$ cat src/core/rcs_pkg.sv
/*
 * Shared constants for the ratio code signalling block.
 * Assumes a single 125 MHz clock.
 */
package rcs_pkg;
    localparam int          CLK_MHZ           = 125;
    localparam int          CODE_W            = 4;
    localparam int          DIV_W             = 4;
    localparam logic [3:0]  CODE_RST          = 4'hF;   // All lines released after reset
    localparam logic [3:0]  CODE_GE_12P5      = 4'h3;   // Shared code for 12.5x and above
    localparam logic [3:0]  CODE_11           = 4'h0;
    localparam logic [3:0]  CODE_BASE_5       = 4'h4;
    localparam logic [5:0]  HALF_5            = 6'h0A;  // Ratio 5 in half steps
    localparam logic [5:0]  HALF_10P5         = 6'h15;
    localparam logic [5:0]  HALF_11           = 6'h16;
    localparam logic [5:0]  HALF_12           = 6'h18;
    localparam logic [5:0]  HALF_12P5         = 6'h19;
    localparam logic [3:0]  HALT_DIV_RST      = 4'h0;
    localparam logic [3:0]  STPG_DIV_RST      = 4'h0;

    typedef enum logic [1:0] {
        RCS_IDLE  = 2'b00,
        RCS_WAIT  = 2'b01,
        RCS_VALID = 2'b10
    } rcs_state_t;
endpackage : rcs_pkg

$ cat src/core/rcs_code_if.sv
/*
 * Carries the encoded ratio code from the encoder to the top.
 * Assumes both ends sit on the same clock.
 */
`timescale 1ns/10ps
interface rcs_code_if;
    logic [3:0] code;
    modport enc (output code);
    modport top (input code);
endinterface : rcs_code_if

$ cat src/core/rcs_ratio_enc.sv
/*
 * Maps a ratio in half steps to the 4-bit ratio code.
 * Assumes the ratio input is a registered value.
 */
`timescale 1ns/10ps
module rcs_ratio_enc (
    input  wire logic [5:0] ratio_half,
    rcs_code_if.enc         code_if
);
    logic [5:0] off;

    // Table lookup, combinational
    always_comb begin
        off = 6'h00;
        if (ratio_half >= rcs_pkg::HALF_12P5) begin
            code_if.code = rcs_pkg::CODE_GE_12P5;
        end else if (ratio_half >= rcs_pkg::HALF_11) begin
            off = ratio_half - rcs_pkg::HALF_11;
            code_if.code = rcs_pkg::CODE_11 + off[3:0];
        end else if (ratio_half >= rcs_pkg::HALF_5) begin
            off = ratio_half - rcs_pkg::HALF_5;
            code_if.code = rcs_pkg::CODE_BASE_5 + off[3:0];
        end else begin
            code_if.code = rcs_pkg::CODE_BASE_5;                               // Below range clamps to 5x
        end
    end
endmodule : rcs_ratio_enc

$ cat src/core/rcs_top.sv
/*
 * Ratio code signalling: reports the core clock ratio on open-drain lines once
 * power is good, and holds the fwd-clock reset, bus-attach and divisor settings.
 * The ratio arrives in half steps and is encoded by rcs_ratio_enc; the code is
 * captured once per power-up and then held, so the chipset may sample it at any
 * time while CODE_VALID stays high.
 * The forwarding reset and bus-attach pins are only synchronised and reported;
 * the forwarding logic itself sits outside this block.
 * Limitation: the code lines are never driven high; the high level the chipset sees
 * comes from the board pull-ups alone.
 * Assumes external pull-ups on the code lines and asynchronous pin inputs.
 * Assumes RATIO_HALF and the divisor write port come from logic on CLOCK, so
 * they are read without synchronisers.
 * Assumes software writes the divisors before it relies on the disconnect modes.
 */
// Function
// - Codes map ratios 5 to 12
// - Ratios from 12.5 share code 0011
// - Code lines only pull low
// - Code valid only after power good
// - Fwd-clock reset clears forwarding logic
// - Bus-attach used for power and init
// - Divisors come from software clock setting
`timescale 1ns/10ps
module rcs_top (
    input  wire logic       CLOCK,
    input  wire logic       ARST_N,
    input  wire logic [5:0] RATIO_HALF,
    input  wire logic       POWER_GOOD,
    input  wire logic       FWD_CLOCK_RESET,
    input  wire logic       BUS_ATTACH,
    input  wire logic       CLK_CTL_WE,
    input  wire logic [3:0] HALT_DIV_IN,
    input  wire logic [3:0] STPG_DIV_IN,
    input  wire logic [3:0] RATIO_CODE_IN,
    output logic      [3:0] RATIO_CODE_OUT,
    output logic      [3:0] RATIO_CODE_OE,
    output logic            CODE_VALID,
    output logic            FWD_RESET_ACTIVE,
    output logic            FWD_INIT_DONE,
    output logic            PM_ATTACHED,
    output logic      [3:0] HALT_DIV,
    output logic      [3:0] STPG_DIV
);
    rcs_code_if code_if ();

    // Pin synchronisers: two flip-flops per pin, only the second stage is read
    logic [1:0]             pg_sync_ff;
    logic [1:0]             fr_sync_ff;
    logic [1:0]             ba_sync_ff;
    // Captured ratio code and software divisor settings
    logic [3:0]             code_ff;
    logic [3:0]             halt_ff;
    logic [3:0]             stpg_ff;
    // Forwarding reset, forwarding init and bus-attach status
    logic                   fwd_rst_ff;
    logic                   fwd_init_ff;
    logic                   attach_ff;
    // Power-up sequencer and its decoded views; the decodes are shared so the
    // valid flag and the line enables can never disagree
    rcs_pkg::rcs_state_t    state_ff;
    rcs_pkg::rcs_state_t    nxt_state;
    logic                   pg_seen;
    logic                   code_drive;

    // Encoder is combinational; its output only matters at the capture edge,
    // so a ratio that settles late in the cycle costs nothing
    rcs_ratio_enc u_enc (
        .ratio_half (RATIO_HALF),
        .code_if    (code_if)
    );

    // Power good synchroniser; the pin may rise at any point of the clock cycle,
    // so the first stage may go metastable and is never read by logic
    always_ff @(posedge CLOCK or negedge ARST_N) begin
        if (!ARST_N) begin
            pg_sync_ff <= 2'h0;
        end else begin
            pg_sync_ff <= {pg_sync_ff[0], POWER_GOOD};
        end
    end

    // Forwarding reset synchroniser; a pulse shorter than a clock cycle may be
    // missed, which is acceptable for a level held through reset
    always_ff @(posedge CLOCK or negedge ARST_N) begin
        if (!ARST_N) begin
            fr_sync_ff <= 2'h0;
        end else begin
            fr_sync_ff <= {fr_sync_ff[0], FWD_CLOCK_RESET};
        end
    end

    // Bus-attach synchroniser; the system changes this pin slowly, so two stages
    // are enough and no filtering is done
    always_ff @(posedge CLOCK or negedge ARST_N) begin
        if (!ARST_N) begin
            ba_sync_ff <= 2'h0;
        end else begin
            ba_sync_ff <= {ba_sync_ff[0], BUS_ATTACH};
        end
    end

    // Synchronised power good, shared by the sequencer and the init flag.
    // The readback pins carry the resolved wire level; nothing here needs it,
    // so they are left unread rather than synchronised for no consumer.
    assign pg_seen = pg_sync_ff[1];

    // Sequencing: code is only driven once power good is seen; the extra idle
    // state keeps the lines released for one cycle after reset whatever the pins do
    always_comb begin
        nxt_state = state_ff;
        unique case (state_ff)
            rcs_pkg::RCS_IDLE: begin
                nxt_state = rcs_pkg::RCS_WAIT;
            end
            rcs_pkg::RCS_WAIT: begin
                if (pg_seen) nxt_state = rcs_pkg::RCS_VALID;
            end
            rcs_pkg::RCS_VALID: begin
                // Losing power good drops the code; the next rise captures afresh
                if (!pg_seen) nxt_state = rcs_pkg::RCS_WAIT;
            end
            default: begin
                nxt_state = rcs_pkg::RCS_IDLE;
            end
        endcase
    end

    // State register; the unused code falls back to idle through the default
    // branch above, so an upset can only release the lines, never pull them
    always_ff @(posedge CLOCK or negedge ARST_N) begin
        if (!ARST_N) begin
            state_ff <= rcs_pkg::RCS_IDLE;
        end else begin
            state_ff <= nxt_state;
        end
    end

    // Code latched once on entry to valid and held, so the chipset sees one value.
    // Ratio changes while valid are ignored: a moving code could have the chipset
    // build its init packet for a ratio the core is not running at.
    always_ff @(posedge CLOCK or negedge ARST_N) begin
        if (!ARST_N) begin
            code_ff <= rcs_pkg::CODE_RST;
        end else if (state_ff == rcs_pkg::RCS_WAIT && pg_seen) begin
            code_ff <= code_if.code;
        end
    end

    // Open-drain drive: output level fixed low, so a line never fights its pull-up
    assign RATIO_CODE_OUT = 4'h0;
    assign code_drive     = (state_ff == rcs_pkg::RCS_VALID);
    assign CODE_VALID     = code_drive;

    // Per line: pull low only for a zero bit of the held code, release otherwise.
    // Enables are decoded from registers only, never from the pins directly.
    for (genvar i = 0; i < 4; i++) begin : g_line
        assign RATIO_CODE_OE[i] = code_drive & ~code_ff[i];
    end

    // Forwarding reset status follows the synchronised pin. It comes out of reset
    // active for one cycle only; the first edge loads the cleared second stage before the pin has been sampled.
    always_ff @(posedge CLOCK or negedge ARST_N) begin
        if (!ARST_N) begin
            fwd_rst_ff <= 1'b1;
        end else begin
            fwd_rst_ff <= fr_sync_ff[1];
        end
    end

    // Forwarding init is done once bus-attach is seen with power good. The
    // forwarding reset clears it and wins over a set in the same cycle, since a
    // half-initialised forwarding path must never be reported as ready.
    always_ff @(posedge CLOCK or negedge ARST_N) begin
        if (!ARST_N) begin
            fwd_init_ff <= 1'b0;
        end else if (fr_sync_ff[1]) begin
            fwd_init_ff <= 1'b0;
        end else if (ba_sync_ff[1] && pg_seen) begin
            fwd_init_ff <= 1'b1;
        end
    end

    // Bus-attach status for power management
    always_ff @(posedge CLOCK or negedge ARST_N) begin
        if (!ARST_N) begin
            attach_ff <= 1'b0;
        end else begin
            attach_ff <= ba_sync_ff[1];
        end
    end

    // Halt disconnect divisor: written by software during start-up, applies to
    // every ratio code; no check of its range is made here
    always_ff @(posedge CLOCK or negedge ARST_N) begin
        if (!ARST_N) begin
            halt_ff <= rcs_pkg::HALT_DIV_RST;
        end else if (CLK_CTL_WE) begin
            halt_ff <= HALT_DIV_IN;
        end
    end

    // Stop-grant disconnect divisor, written by the same strobe so the pair
    // always changes together
    always_ff @(posedge CLOCK or negedge ARST_N) begin
        if (!ARST_N) begin
            stpg_ff <= rcs_pkg::STPG_DIV_RST;
        end else if (CLK_CTL_WE) begin
            stpg_ff <= STPG_DIV_IN;
        end
    end

    // Registered status straight to the ports; no logic sits between the
    // flip-flops and the pins, so the outputs change only on the clock edge or when ARST_N falls
    assign FWD_RESET_ACTIVE = fwd_rst_ff;
    assign FWD_INIT_DONE    = fwd_init_ff;
    assign PM_ATTACHED      = attach_ff;
    assign HALT_DIV         = halt_ff;
    assign STPG_DIV         = stpg_ff;
endmodule : rcs_top

$ cat config.mk
export PLATFORM = sky130hd
export DESIGN_NAME = rcs_top
export DESIGN_NICKNAME = d
export VERILOG_FILES = /design/src/core/rcs_pkg.sv /design/src/core/rcs_code_if.sv /design/src/core/rcs_ratio_enc.sv /design/src/core/rcs_top.sv
export SDC_FILE = /design/constraint.sdc
export NUM_CORES = 1
export LEC_CHECK = 0
export BUFFER_PORTS_ARGS = -buffer_cell sky130_fd_sc_hd__buf_2
export CORE_UTILIZATION = 40
export CTS_CLUSTER_DIAMETER = 200
export CTS_CLUSTER_SIZE = 10
export DETAILED_ROUTE_END_ITERATION = 10
export PLACE_DENSITY_LB_ADDON = 0.15
export SYNTH_ARGS = -nofsm -noshare
export SYNTH_HDL_FRONTEND = slang
export SYNTH_SLANG_ARGS = --single-unit
$ cat constraint.sdc
create_clock -name CLOCK -period 1.9 [get_ports CLOCK]
set_input_delay 0.19 -clock CLOCK [delete_from_list [all_inputs] [get_ports CLOCK]]
set_output_delay 0.19 -clock CLOCK [all_outputs]
set_load 0.02 [all_outputs]
==> flow_summary.ini <==
[worst_hold_path]
hold_depth = 2
hold_start = STPG_DIV_IN[3]
hp-class = primary input to flip-flop
holdPathEnd = STPG_DIV[3]

[layout]
fin_nets = 136
synthToLayoutAreaGrowth_pct = 27.8
drive_above_1_share = 0.509
antenna_cells = 0
finalNonFillerCells = 138

[clock_tree]
clk_latency_ns = 0.31
cts_root_buffer = clkbuf_4
numCtsBuffers = 3
clock_path_buffers = 2
htreeDepth = 1
path_clk_slew_ns = 0.13
clock_sinks = 23
tritoncts = yes

[flow_run]
max-cap-violations = 0

[worst_setup_path]
crit_path_start_kind = flip-flop
critPathCaptureType = output port
reg2reg_to = code_ff[3]
rr_startpoint = state_ff[1]
crit_required_ns = 1.71
reg2regPathDepth = 2
critical_path_class = flip-flop to output port
cp_max_fo = 6
r2r_slack_ns = 0.72
worstPathArrival_ns = 1.31

[synth]
synth_area_um2 = 922
synth.yosys.seq_area_share = 0.631
avgSynthCellArea_um2 = 13.4
async_flop_share = 1.00
synth_seq_cells = 23
synth_top_cell_area_share = 0.488
synth.area.top_cells = dfrtp_1, dfstp_2, mux2_2
ys.flop_type = dfrtp_1
synth_cell_types = 23
synth_top_cell_by_area = dfrtp_1
yosysMostFrequentCell = dfrtp_1
synth_common_cells = dfrtp_1, mux2_2, nor2_1
syn_inst = 69
synth_edf_count = 0
yosys_warnings = 0

[global_route]
grt_max_degree = 24
antenna_found_initial = 0
grt_pass1_vias = 624
grt_pass1_wl_um = 2560
grt-ovfl-total = 0
grt.total_usage = 0.140

[die]
die_area_mm2 = 0.00250
die_w_um = 50.0
row_count = 17
pin_count = 44
die_h_um = 50.0
core_mm2 = 0.00219
start_util = 0.421

[routing]
dr.pass1.iters = 3
vias = 629
via_per_inst = 4.56
drtIter0Drc = 1
antenna_left = 0
routed_wl_um = 1450
drcViolationCount = 0
wl_per_cell_um = 10.5

[power]
powerDensity_mw_per_mm2 = 911
peakVddDrop_mv = 0.521
power_w = 0.00107
power_leakage_nw = 0.577

[sta]
finalCritPeriodShare = 0.789
setup_tns_ns = 0
timing.final.ws_setup_ns = 0.400
max_freq_mhz = 667
slew_viol_final = 0
hold_viol_final = 0
setup_violations = 0
skew_ns = 0.00551
fin_crit_ns = 1.50
rsz0062_at_grt = false

[outcome]
run_status = complete, no violations

[placement]
dp_hpwl_um = 1060
dpl_worst_slack_ns = 0.730
dpl.cell_count = 130
gp_congestion = 0.810
port_buffers = 35
## layout make-up
type | instances | area [µm²]
Clock buffer | 3 | 22.5
Clock inverter | 1 | 7.51
Fill cell | 192 | 1010
Inverter | 1 | 3.75
Multi-Input combinational cell | 43 | 313
Sequential cell | 23 | 582
Tap cell | 28 | 35.0
Timing Repair Buffer | 39 | 215
## state kept, by name, indices dropped and copies added (netlist names)
name	count
state_ff	2
FWD_INIT_DONE	1
fr_sync_ff	2
FWD_RESET_ACTIVE	1
ba_sync_ff	2
HALT_DIV	4
pg_sync_ff	2
code_ff	4
PM_ATTACHED	1
STPG_DIV	4
## metrics by stage
| step | utilization | hold slack [ns] | cell area (µm²) |
|---|---|---|---|
| floorplan | - | -0.106 | 933 |
| global placement | 0.506 | 0.181 | 1110 |
| detailed placement | 0.506 | 0.183 | 1110 |
| CTS | 0.538 | 0.0966 | 1180 |
| global route | 0.538 | 0.0810 | 1180 |
| finish | 0.538 | 0.103 | 1180 |
## worst max-delay path by stage
| stage | from | end | slack (ns) | cells after the start |
|---|---|---|---|---|
| 2_1_floorplan | state_ff[0] | RATIO_CODE_OE[0] | 0.81 | 2 |
| 3_3_place_gp | state_ff[1] | code_ff[3] | 0.75 | 2 |
| 3_5_place_dp | state_ff[1] | code_ff[3] | 0.73 | 2 |
| 4_1_cts | state_ff[0] | RATIO_CODE_OE[3] | 0.41 | 3 |
| 5_1_grt | state_ff[0] | RATIO_CODE_OE[3] | 0.27 | 3 |
| 6_report | state_ff[0] | RATIO_CODE_OE[3] | 0.40 | 3 |
## placed cells by master, fill, tap and decap left out, types with 2 or more instances in the layout
cell type | netlist | layout
nand2b_1 | 4 | 4
nor2_1 | 7 | 7
nand2_1 | 2 | 2
dlygate4sd3_1 | 0 | 4
a21boi_0 | 2 | 2
conb_1 | 1 | 4
dfrtp_1 | 18 | 18
mux2_2 | 8 | 8
buf_2 | 1 | 35
o31a_1 | 2 | 2
clkbuf_4 | 0 | 3
a21oi_1 | 4 | 4
dfstp_2 | 5 | 5
## worst max-delay path, cell delays in order, from the launching register on
cell and delay, ns:
dfrtp_1 0.43, nand2b_1 0.24, nor2_1 0.15, buf_2 0.18
## what timing repair did
action | 4_1_cts | 5_1_grt
gates resized for setup | 0 | 0
endpoints found under the hold margin | 21 | 0
setup buffers | 0 | 0
hold buffers | 4 | 0
## power by group
part           switching, W  internal, W  total [W]
combinational      0.000130     0.000106   0.000236
sequential        0.0000350     0.000572   0.000607
clock              0.000151    0.0000801   0.000231
## kinds of logic after synthesis
kind of cell | share of synthesized area
AOI/OAI and AO/OA | 0.106
DFF | 0.631
muxes | 0.0977
and+or+nand+nor | 0.0963
buffers and inverters | 0.0421
other | 0.00407
adders and majority gates | 0.0136
xor gates and xnor gates | 0.00950
## layer usage
metal | part of all wire | up-vias | global-route usage | wire length [µm]
met1 | 0.48 | 295 | 0.171 | 699
met2 | 0.46 | 23 | 0.231 | 674
met3 | 0.048 | 2 | 0.0278 | 70
li1 | - | 309 | - | -
met4 | 0.0062 | 0 | 0.0714 | 9
met5 | 0 | - | 0 | 0
Power figures use the tool's default switching activity.
